$ cat config.mk
export PLATFORM = sky130hd
export DESIGN_NAME = lrc_led_routing
export DESIGN_NICKNAME = d
export VERILOG_FILES = /design/src/verilog/lrc_pkg.sv /design/src/verilog/lrc_drv_if.sv /design/src/verilog/lrc_driver_mux.sv /design/src/verilog/lrc_tick_div.sv /design/src/verilog/lrc_led_routing.sv
export SDC_FILE = /design/constraint.sdc
export NUM_CORES = 1
export LEC_CHECK = 0
export ABC_AREA = 1
export BUFFER_PORTS_ARGS = -buffer_cell sky130_fd_sc_hd__buf_2
export CAP_MARGIN = 20
export CELL_PAD_IN_SITES_DETAIL_PLACEMENT = 1
export CELL_PAD_IN_SITES_GLOBAL_PLACEMENT = 1
export CORE_MARGIN = 4
export CORE_UTILIZATION = 40
export DETAILED_ROUTE_END_ITERATION = 8
export GPL_ROUTABILITY_DRIVEN = 0
export PLACE_DENSITY_LB_ADDON = 0.1
export SYNTH_ARGS = -nofsm -noshare
export SYNTH_HDL_FRONTEND = slang
export SYNTH_SLANG_ARGS = --single-unit
$ cat constraint.sdc
create_clock -name sys_clk -period 9.15 [get_ports sys_clk]
set_input_delay 2.2875 -clock sys_clk [delete_from_list [all_inputs] [get_ports sys_clk]]
set_output_delay 2.2875 -clock sys_clk [all_outputs]
set_load 0.01 [all_outputs]
$ cat src/verilog/lrc_pkg.sv
// Purpose: Shared constants for the LED driver routing block
// Assumes: 40 MHz system clock, 8-bit register port
// Notes:   Timing tables are in microsecond ticks
package lrc_pkg;

    // Clock and tick timing
    localparam int CLK_PERIOD_NS = 25;
    localparam int TICK_NS       = 1000;
    localparam int TICK_CYCLES   = (TICK_NS + CLK_PERIOD_NS - 1) / CLK_PERIOD_NS;

    // Register offsets
    localparam logic [7:0] OFS_CTRL        = 8'h10;
    localparam logic [7:0] OFS_STATUS      = 8'h11;
    localparam logic [7:0] OFS_PERIOD_LO   = 8'h12;
    localparam logic [7:0] OFS_PERIOD_HI   = 8'h13;
    localparam logic [7:0] OFS_PIN_FUNC    = 8'h17;
    localparam logic [7:0] OFS_MEAS_FIRST  = 8'h20;
    localparam logic [7:0] OFS_MEAS_LAST   = 8'h4E;

    // Offsets inside one measurement block
    localparam int         MEAS_COUNT      = 6;
    localparam logic [2:0] SUB_ROUTE       = 3'h0;
    localparam logic [2:0] SUB_TINT        = 3'h1;
    localparam logic [2:0] SUB_SETTLE      = 3'h3;
    localparam logic [2:0] SUB_CODE_A      = 3'h5;
    localparam logic [2:0] SUB_CODE_B      = 3'h6;

    // Field positions
    localparam int CTRL_RUN_BIT   = 0;
    localparam int CTRL_EXT_BIT   = 1;
    localparam int CTRL_CNT_LSB   = 2;
    localparam int ROUTE_SELA_LSB = 0;
    localparam int ROUTE_SELB_LSB = 2;
    localparam int ROUTE_ENA_BIT  = 4;
    localparam int ROUTE_ENB_BIT  = 5;
    localparam int ROUTE_RGE_LSB  = 6;
    localparam int TIME_SEL_LSB   = 3;
    localparam int PIN_FUNC_BIT   = 0;

    // Reset values
    localparam logic [7:0]  RST_CTRL     = 8'h00;
    localparam logic [15:0] RST_PERIOD   = 16'h03E8;
    localparam logic [7:0]  RST_MEAS     = 8'h00;

    // On-time tables in ticks, indexed by two-bit codes
    localparam logic [7:0] SETTLE_US [4] = '{8'h04, 8'h06, 8'h08, 8'h0C};
    localparam logic [7:0] TINT_US   [4] = '{8'h10, 8'h20, 8'h40, 8'h80};

    // Sequencer states
    typedef enum logic [2:0] {
        ST_SLEEP = 3'b001,
        ST_LOAD  = 3'b010,
        ST_ON    = 3'b100
    } lrc_state_t;

endpackage

$ cat src/verilog/lrc_drv_if.sv
// Purpose: Carries one driver's routing request and resulting pin mask
// Assumes: Purely combinational path
// Notes:   One instance per current driver
`timescale 1ns/1ps
`default_nettype none
interface lrc_drv_if;
    logic [1:0] sel;
    logic       on;
    logic [3:0] pinMask;
    modport cfg (output sel, output on, input pinMask);
    modport mux (input sel, input on, output pinMask);
endinterface
`default_nettype wire

$ cat src/verilog/lrc_driver_mux.sv
// Purpose: Four-to-one steering of one current driver
// Assumes: Select code already registered upstream
// Notes:   Disabled driver reaches no pin
`timescale 1ns/1ps
`default_nettype none
module lrc_driver_mux (
    lrc_drv_if.mux drv
);
    always_comb begin
        drv.pinMask = 4'h0;
        if (drv.on) begin
            drv.pinMask[drv.sel] = 1'b1;
        end
    end
endmodule
`default_nettype wire

$ cat src/verilog/lrc_tick_div.sv
// Purpose: Divides the system clock into a one-cycle tick enable
// Assumes: DIV of at least 2
// Notes:   Free running so frame timing never drifts
`timescale 1ns/1ps
`default_nettype none
module lrc_tick_div #(
    parameter int DIV = 40
) (
    input  wire logic sys_clk,
    input  wire logic reset,
    output var  logic tick
);
    logic [15:0] count;
    logic [15:0] next_count;
    logic        next_tick;

    always_comb begin
        next_tick  = 1'b0;
        next_count = count + 16'h0001;
        if (count == 16'(DIV - 1)) begin
            next_count = 16'h0000;
            next_tick  = 1'b1;
        end
    end

    always_ff @(posedge sys_clk or posedge reset) begin
        if (reset) begin
            count <= 16'h0000;
            tick  <= 1'b0;
        end else begin
            count <= next_count;
            tick  <= next_tick;
        end
    end
endmodule
`default_nettype wire

$ cat src/verilog/lrc_led_routing.sv
// Purpose: Routes two LED current drivers onto four LED pins per measurement
// Assumes: Register strobes and trigger pin are synchronous to sys_clk
// Notes:   Outputs are registered, so pins follow the state one cycle late
`timescale 1ns/1ps
`default_nettype none
// Overview of operation
// - Two independent drivers each pass a four-to-one mux to reach any of the four LED pins.
// - Pin-select code 0 routes a driver to pin one, 1 to pin two, 2 to pin three, 3 to pin four.
// - Each driver takes an 8-bit current code and one of four full-scale ranges.
// - Six independent measurement blocks in registers 0x20 to 0x4E each set the routing.
// - Each measurement turns on driver A, driver B, both or neither, as its block specifies.
// - Two drivers on the same pin both drive it, so their currents add there.
// - While the shared pin is not an LED output it is the conversion trigger input.
// - Active blocks and drivers power down between frames and wake for the next frame only.
// - An enabled driver stays on for settling time plus integration time of its measurement.
module lrc_led_routing
    import lrc_pkg::*;
#(
    parameter int TICK_DIV = TICK_CYCLES
) (
    input  wire logic       sys_clk,
    input  wire logic       reset,
    input  wire logic [7:0] regAddr,
    input  wire logic [7:0] regWrData,
    input  wire logic       regWr,
    input  wire logic       regRd,
    output var  logic [7:0] regRdData,
    output var  logic [1:0] ledOutPinOne,
    output var  logic [1:0] ledOutPinTwo,
    output var  logic [1:0] ledOutPinThree,
    output var  logic [1:0] ledOutPinFour,
    output var  logic       ledOutPinFourOe,
    input  wire logic       conversionTriggerIn,
    output var  logic [7:0] driverACode,
    output var  logic [7:0] driverBCode,
    output var  logic [1:0] driverFullScale,
    output var  logic       driverAOn,
    output var  logic       driverBOn,
    output var  logic       activeBlocksUp
);

    // Register storage
    logic [7:0]  ctrl;
    logic [15:0] framePeriod;
    logic        sharedPinLedSel;
    logic [7:0]  measRoute  [MEAS_COUNT];
    logic [1:0]  measTint   [MEAS_COUNT];
    logic [1:0]  measSettle [MEAS_COUNT];
    logic [7:0]  measCodeA  [MEAS_COUNT];
    logic [7:0]  measCodeB  [MEAS_COUNT];

    logic [7:0]  next_ctrl;
    logic [15:0] next_framePeriod;
    logic        next_sharedPinLedSel;
    logic [7:0]  next_measRoute  [MEAS_COUNT];
    logic [1:0]  next_measTint   [MEAS_COUNT];
    logic [1:0]  next_measSettle [MEAS_COUNT];
    logic [7:0]  next_measCodeA  [MEAS_COUNT];
    logic [7:0]  next_measCodeB  [MEAS_COUNT];
    logic [7:0]  next_regRdData;

    // Sequencer state
    lrc_state_t  state;
    lrc_state_t  next_state;
    logic [2:0]  measIdx;
    logic [2:0]  next_measIdx;
    logic [8:0]  onTimer;
    logic [8:0]  next_onTimer;
    logic [15:0] frameTimer;
    logic [15:0] next_frameTimer;
    logic        trigPrev;

    // Pin outputs
    logic [1:0]  next_pinOne;
    logic [1:0]  next_pinTwo;
    logic [1:0]  next_pinThree;
    logic [1:0]  next_pinFour;
    logic [7:0]  next_codeA;
    logic [7:0]  next_codeB;
    logic [1:0]  next_fullScale;
    logic        next_aOn;
    logic        next_bOn;

    // Block decode
    logic        tick;
    logic [7:0]  measOfs;
    logic [2:0]  accIdx;
    logic [2:0]  accSub;
    logic        measHit;
    logic        frameStart;
    logic        trigRise;
    logic [2:0]  measTotal;
    logic        ledOn;

    lrc_drv_if drvA ();
    lrc_drv_if drvB ();

    lrc_tick_div #(
        .DIV (TICK_DIV)
    ) u_tick (
        .sys_clk (sys_clk),
        .reset   (reset),
        .tick    (tick)
    );

    lrc_driver_mux u_mux_a (.drv (drvA));
    lrc_driver_mux u_mux_b (.drv (drvB));

    assign measOfs   = regAddr - OFS_MEAS_FIRST;
    assign accIdx    = measOfs[5:3];
    assign accSub    = measOfs[2:0];
    assign measHit   = (regAddr >= OFS_MEAS_FIRST) && (regAddr <= OFS_MEAS_LAST) && (accIdx < 3'(MEAS_COUNT));
    assign measTotal = ctrl[CTRL_CNT_LSB +: 3];

    // Shared pin acts as trigger only while not routed to an LED
    assign trigRise  = conversionTriggerIn && !trigPrev && !sharedPinLedSel;

    always_comb begin
        frameStart = 1'b0;
        if (ctrl[CTRL_RUN_BIT] && (state == ST_SLEEP) && (measTotal != 3'h0)) begin
            if (ctrl[CTRL_EXT_BIT]) begin
                frameStart = trigRise;
            end else begin
                frameStart = tick && (frameTimer >= framePeriod);
            end
        end
    end

    // Register write and read
    always_comb begin
        next_ctrl            = ctrl;
        next_framePeriod     = framePeriod;
        next_sharedPinLedSel = sharedPinLedSel;
        next_measRoute       = measRoute;
        next_measTint        = measTint;
        next_measSettle      = measSettle;
        next_measCodeA       = measCodeA;
        next_measCodeB       = measCodeB;
        next_regRdData       = 8'h00;
        if (regWr) begin
            unique case (regAddr)
                OFS_CTRL:      next_ctrl = {3'h0, regWrData[4:0]};
                OFS_PERIOD_LO: next_framePeriod[7:0] = regWrData;
                OFS_PERIOD_HI: next_framePeriod[15:8] = regWrData;
                OFS_PIN_FUNC:  next_sharedPinLedSel = regWrData[PIN_FUNC_BIT];
                default: begin
                    if (measHit) begin
                        unique case (accSub)
                            SUB_ROUTE:  next_measRoute[accIdx] = regWrData;
                            SUB_TINT:   next_measTint[accIdx] = regWrData[TIME_SEL_LSB +: 2];
                            SUB_SETTLE: next_measSettle[accIdx] = regWrData[TIME_SEL_LSB +: 2];
                            SUB_CODE_A: next_measCodeA[accIdx] = regWrData;
                            SUB_CODE_B: next_measCodeB[accIdx] = regWrData;
                            default: ;
                        endcase
                    end
                end
            endcase
        end
        if (regRd) begin
            unique case (regAddr)
                OFS_CTRL:      next_regRdData = ctrl;
                OFS_STATUS:    next_regRdData = {2'h0, sharedPinLedSel, conversionTriggerIn, measIdx, ledOn};
                OFS_PERIOD_LO: next_regRdData = framePeriod[7:0];
                OFS_PERIOD_HI: next_regRdData = framePeriod[15:8];
                OFS_PIN_FUNC:  next_regRdData = {7'h00, sharedPinLedSel};
                default: begin
                    if (measHit) begin
                        unique case (accSub)
                            SUB_ROUTE:  next_regRdData = measRoute[accIdx];
                            SUB_TINT:   next_regRdData = {3'h0, measTint[accIdx], 3'h0};
                            SUB_SETTLE: next_regRdData = {3'h0, measSettle[accIdx], 3'h0};
                            SUB_CODE_A: next_regRdData = measCodeA[accIdx];
                            SUB_CODE_B: next_regRdData = measCodeB[accIdx];
                            default:    next_regRdData = 8'h00;
                        endcase
                    end
                end
            endcase
        end
    end

    always_ff @(posedge sys_clk or posedge reset) begin
        if (reset) begin
            ctrl            <= RST_CTRL;
            framePeriod     <= RST_PERIOD;
            sharedPinLedSel <= 1'b0;
            regRdData       <= 8'h00;
            for (int i = 0; i < MEAS_COUNT; i++) begin
                measRoute[i]  <= RST_MEAS;
                measTint[i]   <= 2'h0;
                measSettle[i] <= 2'h0;
                measCodeA[i]  <= RST_MEAS;
                measCodeB[i]  <= RST_MEAS;
            end
        end else begin
            ctrl            <= next_ctrl;
            framePeriod     <= next_framePeriod;
            sharedPinLedSel <= next_sharedPinLedSel;
            regRdData       <= next_regRdData;
            measRoute       <= next_measRoute;
            measTint        <= next_measTint;
            measSettle      <= next_measSettle;
            measCodeA       <= next_measCodeA;
            measCodeB       <= next_measCodeB;
        end
    end

    // Frame sequencer
    always_comb begin
        next_state      = state;
        next_measIdx    = measIdx;
        next_onTimer    = onTimer;
        next_frameTimer = frameTimer;
        if (tick && (frameTimer != 16'hFFFF)) begin
            next_frameTimer = frameTimer + 16'h0001;
        end
        unique case (state)
            ST_SLEEP: begin
                if (frameStart) begin
                    next_state      = ST_LOAD;
                    next_measIdx    = 3'h0;
                    next_frameTimer = 16'h0000;
                end
            end
            ST_LOAD: begin
                next_onTimer = {1'b0, SETTLE_US[measSettle[measIdx]]} + {1'b0, TINT_US[measTint[measIdx]]};
                next_state   = ST_ON;
            end
            ST_ON: begin
                if (tick) begin
                    next_onTimer = onTimer - 9'h001;
                    if (onTimer == 9'h001) begin
                        // Last measurement ends the frame and powers down
                        if ((measIdx + 3'h1 >= measTotal) || (measIdx == 3'(MEAS_COUNT - 1))) begin
                            next_state = ST_SLEEP;
                        end else begin
                            next_measIdx = measIdx + 3'h1;
                            next_state   = ST_LOAD;
                        end
                    end
                end
            end
        endcase
    end

    always_ff @(posedge sys_clk or posedge reset) begin
        if (reset) begin
            state      <= ST_SLEEP;
            measIdx    <= 3'h0;
            onTimer    <= 9'h000;
            frameTimer <= 16'h0000;
            trigPrev   <= 1'b0;
        end else begin
            state      <= next_state;
            measIdx    <= next_measIdx;
            onTimer    <= next_onTimer;
            frameTimer <= next_frameTimer;
            trigPrev   <= conversionTriggerIn;
        end
    end

    // Driver routing for the running measurement
    assign ledOn = (state == ST_ON);

    assign drvA.sel = measRoute[measIdx][ROUTE_SELA_LSB +: 2];
    assign drvB.sel = measRoute[measIdx][ROUTE_SELB_LSB +: 2];
    assign drvA.on  = ledOn && measRoute[measIdx][ROUTE_ENA_BIT];
    assign drvB.on  = ledOn && measRoute[measIdx][ROUTE_ENB_BIT];

    always_comb begin
        // Both mask bits set on one pin means currents add there
        next_pinOne    = {drvB.pinMask[0], drvA.pinMask[0]};
        next_pinTwo    = {drvB.pinMask[1], drvA.pinMask[1]};
        next_pinThree  = {drvB.pinMask[2], drvA.pinMask[2]};
        // Pin four only sinks once software hands it over from trigger duty
        // Same select as the enable flop, so mask and enable never disagree
        next_pinFour   = next_sharedPinLedSel ? {drvB.pinMask[3], drvA.pinMask[3]} : 2'h0;
        next_aOn       = drvA.on;
        next_bOn       = drvB.on;
        next_codeA     = drvA.on ? measCodeA[measIdx] : 8'h00;
        next_codeB     = drvB.on ? measCodeB[measIdx] : 8'h00;
        next_fullScale = measRoute[measIdx][ROUTE_RGE_LSB +: 2];
    end

    always_ff @(posedge sys_clk or posedge reset) begin
        if (reset) begin
            ledOutPinOne    <= 2'h0;
            ledOutPinTwo    <= 2'h0;
            ledOutPinThree  <= 2'h0;
            ledOutPinFour   <= 2'h0;
            ledOutPinFourOe <= 1'b0;
            driverACode     <= 8'h00;
            driverBCode     <= 8'h00;
            driverFullScale <= 2'h0;
            driverAOn       <= 1'b0;
            driverBOn       <= 1'b0;
            activeBlocksUp  <= 1'b0;
        end else begin
            ledOutPinOne    <= next_pinOne;
            ledOutPinTwo    <= next_pinTwo;
            ledOutPinThree  <= next_pinThree;
            ledOutPinFour   <= next_pinFour;
            ledOutPinFourOe <= next_sharedPinLedSel;
            driverACode     <= next_codeA;
            driverBCode     <= next_codeB;
            driverFullScale <= next_fullScale;
            driverAOn       <= next_aOn;
            driverBOn       <= next_bOn;
            // Stays up until the registered drivers have dropped
            activeBlocksUp  <= (state != ST_SLEEP) || (next_state != ST_SLEEP);
        end
    end

endmodule
`default_nettype wire

Yosys cells after proc, flatten, opt, wreduce, memory -nomap -nowiden
Index checks and enable logic that the tools add are counted.
- output and inout bits: 38
- logic and storage cells: 210
- memory bits (writable): 0
- latch bits: 0
- memories: 0
- ROM bits: 0
- flip-flop bits (word level): 276
- multiplexer cells: 79
- divide/modulo/power cells: 0
- $add $sub $neg: 6
- reductions and logical operators: 32
- bitwise operators: 5
- multipliers: 0
- order comparisons: 14
- shift-type cells: 0
- equal/unequal tests: 22
- operator list (operator ; count):
    two-way mux 8 bit ; 21
    binary-select mux 8 bit (select 3 bit) ; 6
    bitwise mux 48 bit ; 3
    one-hot mux 8 bit (5 select lines) ; 2
    two-way mux 16 bit ; 4
    equality test 8 x 5 -> 1 bit, second input constant ; 5
    adder 16 x 1 -> 16 bit, second input constant ; 2
    binary-select mux 8 bit (select 2 bit) ; 2
    binary-select mux 2 bit (select 3 bit) ; 4
    bitwise mux 12 bit ; 2
    demux 8 bit (select 3 bit) ; 1
    two-way mux 2 bit ; 11
    two-way mux 3 bit ; 7
    AND reduction 4 bit ; 5
    one-hot mux 9 bit (2 select lines) ; 1
    equality test 16 x 6 -> 1 bit, second input constant ; 1
    greater-or-equal comparator 16 bit ; 1
    inequality test 16 bit, second input constant ; 1
    logical AND 1 bit ; 13
    equality test 3 bit, second input constant ; 4
    adder 8 x 8 -> 9 bit ; 1
    equality test 9 x 1 -> 1 bit, second input constant ; 1
    two-way mux 9 bit ; 1
    one-hot mux 3 bit (3 select lines) ; 1
    other kinds (33) ; 58

Depth between registers and ports, before layout
- depth in word-level cells: 10
- mapped depth: 17
- gate-level depth less buffers: 17

By module
Synthesis repeated with hierarchy kept, for this count alone.
- cell total of the unflattened synthesis: 1945
- area total of the unflattened synthesis: 15098.2 µm²
- modules (own cells, without submodules) (module ; instances ; cells each ; area each (µm²)):
    lrc_led_routing ; 1 ; 1804 ; 14097.3
    lrc_tick_div ; 1 ; 125 ; 940.9
    lrc_driver_mux ; 2 ; 8 ; 30.0

Least setup slack after synthesis
OpenSTA, ideal clock, no wires.
- path kind: input to register
- start point: input port regAddr[1]
- end point: register measCodeA[7] in the netlist's numbering
- setup slack: 5.387 ns
- data required time: 9.031 ns
- arrival time: 3.645 ns
- cell stages on the path: 11
- path buffers: 2
- cell sequence: buf_4 > nand2_1 > nor2_1 > o211ai_2 > nand2_2 > nor2_8 > nand2_8 > nor2_8 > buf_8 > nand2_2 > o21a_1
- longest elaborated chain between the ends: 7
- ends and longest elaborated chain (item ; RTL line ; text):
    from (decl) ; lrc_led_routing.sv:23 ; input wire logic [7:0] regAddr,
    subtractor 6 bit ; lrc_led_routing.sv:109 ; assign measOfs = regAddr - OFS_MEAS_FIRST;
    NOT 3 -> 4 bit (implied by the code) ; lrc_led_routing.sv:152 ; SUB_CODE_A: next_measCodeA[accIdx] = regWrData;
    greater-or-equal comparator 4 bit (implied by the code) or < comparator 4 x 1 -> 1 bit (tied branches) ; lrc_led_routing.sv:152 ;
    logical AND 1 bit (implied by the code) ; lrc_led_routing.sv:152 ;
    two-way mux 8 bit (implied by the code) ; lrc_led_routing.sv:152 ;
    demux 8 bit (select 3 bit) ; lrc_led_routing.sv:152 ;
    bitwise mux 48 bit ; lrc_led_routing.sv:152 ;
    to (signal assigned) ; lrc_led_routing.sv:204 ; measCodeA <= next_measCodeA;
    to (decl) ; lrc_led_routing.sv:49 ; logic [7:0] measCodeA [MEAS_COUNT];
Several ways; a longest one is shown, not always the timed one.
A chain may end at the register's enable or synchronous reset.

Worst setup path after layout
- start point: input port regAddr[3]
- end point: register regRdData[7]
- longest elaborated chain between the ends: 9
- ends and longest elaborated chain (item ; RTL line ; text):
    subtractor 6 bit ; lrc_led_routing.sv:109 ;
    NOT 3 -> 4 bit (implied by the code) ; lrc_led_routing.sv:170, lrc_led_routing.sv:173, lrc_led_routing.sv:174 ;
    binary-select mux 8 bit (select 3 bit) (on tied branches) ; lrc_led_routing.sv:174, lrc_led_routing.sv:170, lrc_led_routing.sv:173 ;
    two-way mux 8 bit (on tied branches) (2 in series) ; lrc_led_routing.sv:174, lrc_led_routing.sv:170, lrc_led_routing.sv:173 ;
    one-hot mux 8 bit (5 select lines) ; lrc_led_routing.sv:169 ; unique case (accSub)
    two-way mux 8 bit ; lrc_led_routing.sv:168 ; if (measHit) begin
    one-hot mux 8 bit (5 select lines) * ; lrc_led_routing.sv:161 ; unique case (regAddr)
    two-way mux 8 bit * ; lrc_led_routing.sv:160 ; if (regRd) begin
    via next_regRdData[7] ; lrc_led_routing.sv:60 ; logic [7:0] next_regRdData;
    to (signal assigned) ; lrc_led_routing.sv:200 ; regRdData <= next_regRdData;
    to (decl) ; lrc_led_routing.sv:27 ; output var logic [7:0] regRdData,
Mark *: on every way through the listed nets, which the timed path passes. The rest lies on a longest branch. The select of a mux whose other input is x is not followed.

==> run metrics <==
via/cell ratio=5.39; CP max-delay cell=nor2_1; setup bufs post-CTS=0; Vias=13,269; origin of the worst min-delay path=u_tick.count[15]; VDD IR max=0.103 mV; Syn Nets=1,966; Leak=8.25 nW; crit path max fanout=22; Seq/Total Area, Yosys=0.459; Reg clk slew, reported paths=~0.06 ns; total power=a little under 3 mW; Slew @ Worst Pin=1.07 ns; final hold vios=0; DRT antenna net count=0; Setup Skew=roughly 0.021 ns; Initial DRT Pass Iterations=5; Yosys Warn Count=0; Hold Crit Class=reg2reg; maximum root-to-sink buffer count=3; Placed Cells=2,403; global-route wire length before repair=81.1 mm; Initial Util=0.408; vias in the first global route=13,791; RSZ-0062 raised after global routing=no; Iter 0 DRT Violations=706; worst rel slew slack=0.288; area grow syn2layout=11.2%; Worst Reg-to-Reg Cells=13; Mapped Avg Cell Area=7.84 um^2; setup violators final=0; CP peak stage delay=0.77 ns; Crit. End Element=flip-flop; Layout Nets=1,983; root buffer cell=clkbuf_16; total grt overflow=0; Crit path required time=between 9 and 10 ns; Die Wd=202 um; FMAX=230 MHz; FP Rows=70; crit path buf inv count=2; final std cells w/o fill=2,462; CP startpoint=regAddr[3]; CP top delay family=simple AND/OR/NAND/NOR gates; PortBufs=58; Die Height=202 um; max-slew violation count=0; crit path DAT=4.82 ns; crit share post-route=0.476; pin count of the biggest net entering global routing=110; final core occ=0.454; CTS tree=done; clk sink count=276; post-layout min period=4.35 ns; worst r2r src=measIdx[1]; DRC=0; Yosys cell types=50; TritonCTS buffer count=34; register bit total from synthesis=276; core box area=36,900 um^2; Ant. Diodes=0; PwrDens=about 180 nW/um^2; worst skew pair latency=0.54 ns; TNS Setup=0 ns; fraction of layout cells with a size suffix above 1=0.0930; Worst Setup Path Type=in2reg; outcome=completed; Critical Path Stages=11; Hold-fix buffers, CTS=0; hpwl dp=around 35 mm; most frequent cells in the layout=nand2_1, dfrtp_1, inv_1; maxcap violations=0; die area=40,800 um^2; total wire length=approximately 51 mm; most common cell after layout, fill and taps aside=nand2_1; initial antenna violation count=0; wire per inst=between 20 and 25 um; Synth Cell Area=15,100 um^2; Filler cells=4,517; Seq. cell area=just under 7000 um^2; CP startpoint kind=input port; Multi-input gate area=between 6000 and 7000 um^2; PostCTS Resize Cnt=0; Synth Instances=1,920; CP dominant cell by count=nand2_1; I/O Pins=59; Tot GR Track Use=0.252; Worst Hold Path Cells=1; CP Cell Sequence=buf_2 -> nor2_1 -> nand2_1 -> buf_4 -> o21ai_0 -> nor2_1 -> nand2_1 -> nand2_1 -> nand3_1 -> nand2_1 -> a21oi_1; H-tree depth=2
==> power by group <==
| part | internal, mW | switching [mW] |
|---|---|---|
| sequential | 1.29 | 0.0361 |
| clock | 0.840 | 0.539 |
| combinational | 0.0749 | 0.186 |
| total | 2.20 | 0.762 |
==> flip-flops by register name, summed over array words and instances (netlist names), 9 cells and up <==
register,count
framePeriod,16
onTimer,9
measTint,12
measCodeB,48
measRoute,48
frameTimer,16
measCodeA,48
u_tick.count,16
measSettle,12
==> worst register-to-register path: stages, from the launching register on <==
cell and delay (ns):
dfrtp_1 0.90, buf_4 0.53, inv_1 0.42, buf_4 0.35, ha_1 0.33, inv_1 0.05
ha_1 0.28, nand3_1 0.09, o211ai_1 0.10, a21oi_1 0.17, nand3_1 0.20, nand2_1 0.21
nand2_1 0.07, nand2_1 0.06
==> final timing paths <==
check,slack [ns],endpoint
max in group asynchronous,5.66,measCodeB[13]
max reg2reg,5.34,measIdx[1]
max,4.80,regRdData[7]
min reg2reg,0.47,u_tick.count[15]
min,0.47,u_tick.count[15]
min in group asynchronous,1.81,driverFullScale[0]
==> cell type report <==
type	instances	area share
Sequential cell	276	0.413
Clock buffer	48	0.0594
Clock inverter	9	0.00770
Tap cell	504	0.0377
Timing Repair Buffer	73	0.0268
Inverter	272	0.0614
Multi-Input combinational cell	1280	0.394
==> Yosys cell counts (all sizes together) <==
cell      n  share of area
nand2   422           0.11
o21ai   288          0.097
inv     272          0.068
dfrtp   269           0.45
nor2    185          0.066
a21oi   122          0.041
nand3    61          0.021
buf      48          0.024
o22ai    45          0.019
clkbuf   44          0.011
ha       25          0.021
nor3     25         0.0097
nand4    17         0.0071
a32oi    16         0.0093
xor2     16         0.0093
o21a     12         0.0060
o211ai   11         0.0058
dfstp     7          0.012
nor4      7         0.0029
a22oi     5         0.0025
xnor2     5         0.0029
a31oi     3         0.0012
o21bai    3         0.0015
or2       3         0.0012
a21boi    2         0.0010
nand3b    2         0.0010
o221ai    2         0.0012
a211oi    1        0.00050
o2111a    1        0.00075
or3b      1        0.00058
==> stage by stage <==
stage,hold WS [ns],area [um^2],setup WS (ns)
after floorplan,0.433,15100,3.22
after global placement,0.448,15600,4.32
after detailed placement,0.467,15600,4.21
after CTS,0.478,16700,4.76
after global routing,0.496,16700,4.56
final,0.472,16700,4.80
==> cells by family after synthesis <==
kind of cell | share of synthesized area
buf+inv | 0.103
compound gates | 0.186
fa+ha+maj | 0.0208
simple gates | 0.219
flops | 0.459
xor+xnor | 0.0122
==> layer usage <==
| metal | GRT usage | vias to the layer above | wire (um) |
|---|---|---|---|
| met5 | 0 | - | 0 |
| met4 | 0.0938 | 0 | 1790 |
| met3 | 0.0342 | 87 | 1900 |
| met2 | 0.408 | 253 | 23700 |
| met1 | 0.345 | 6623 | 23300 |
| li1 | - | 6306 | - |
Power figures use the tool's default switching activity.
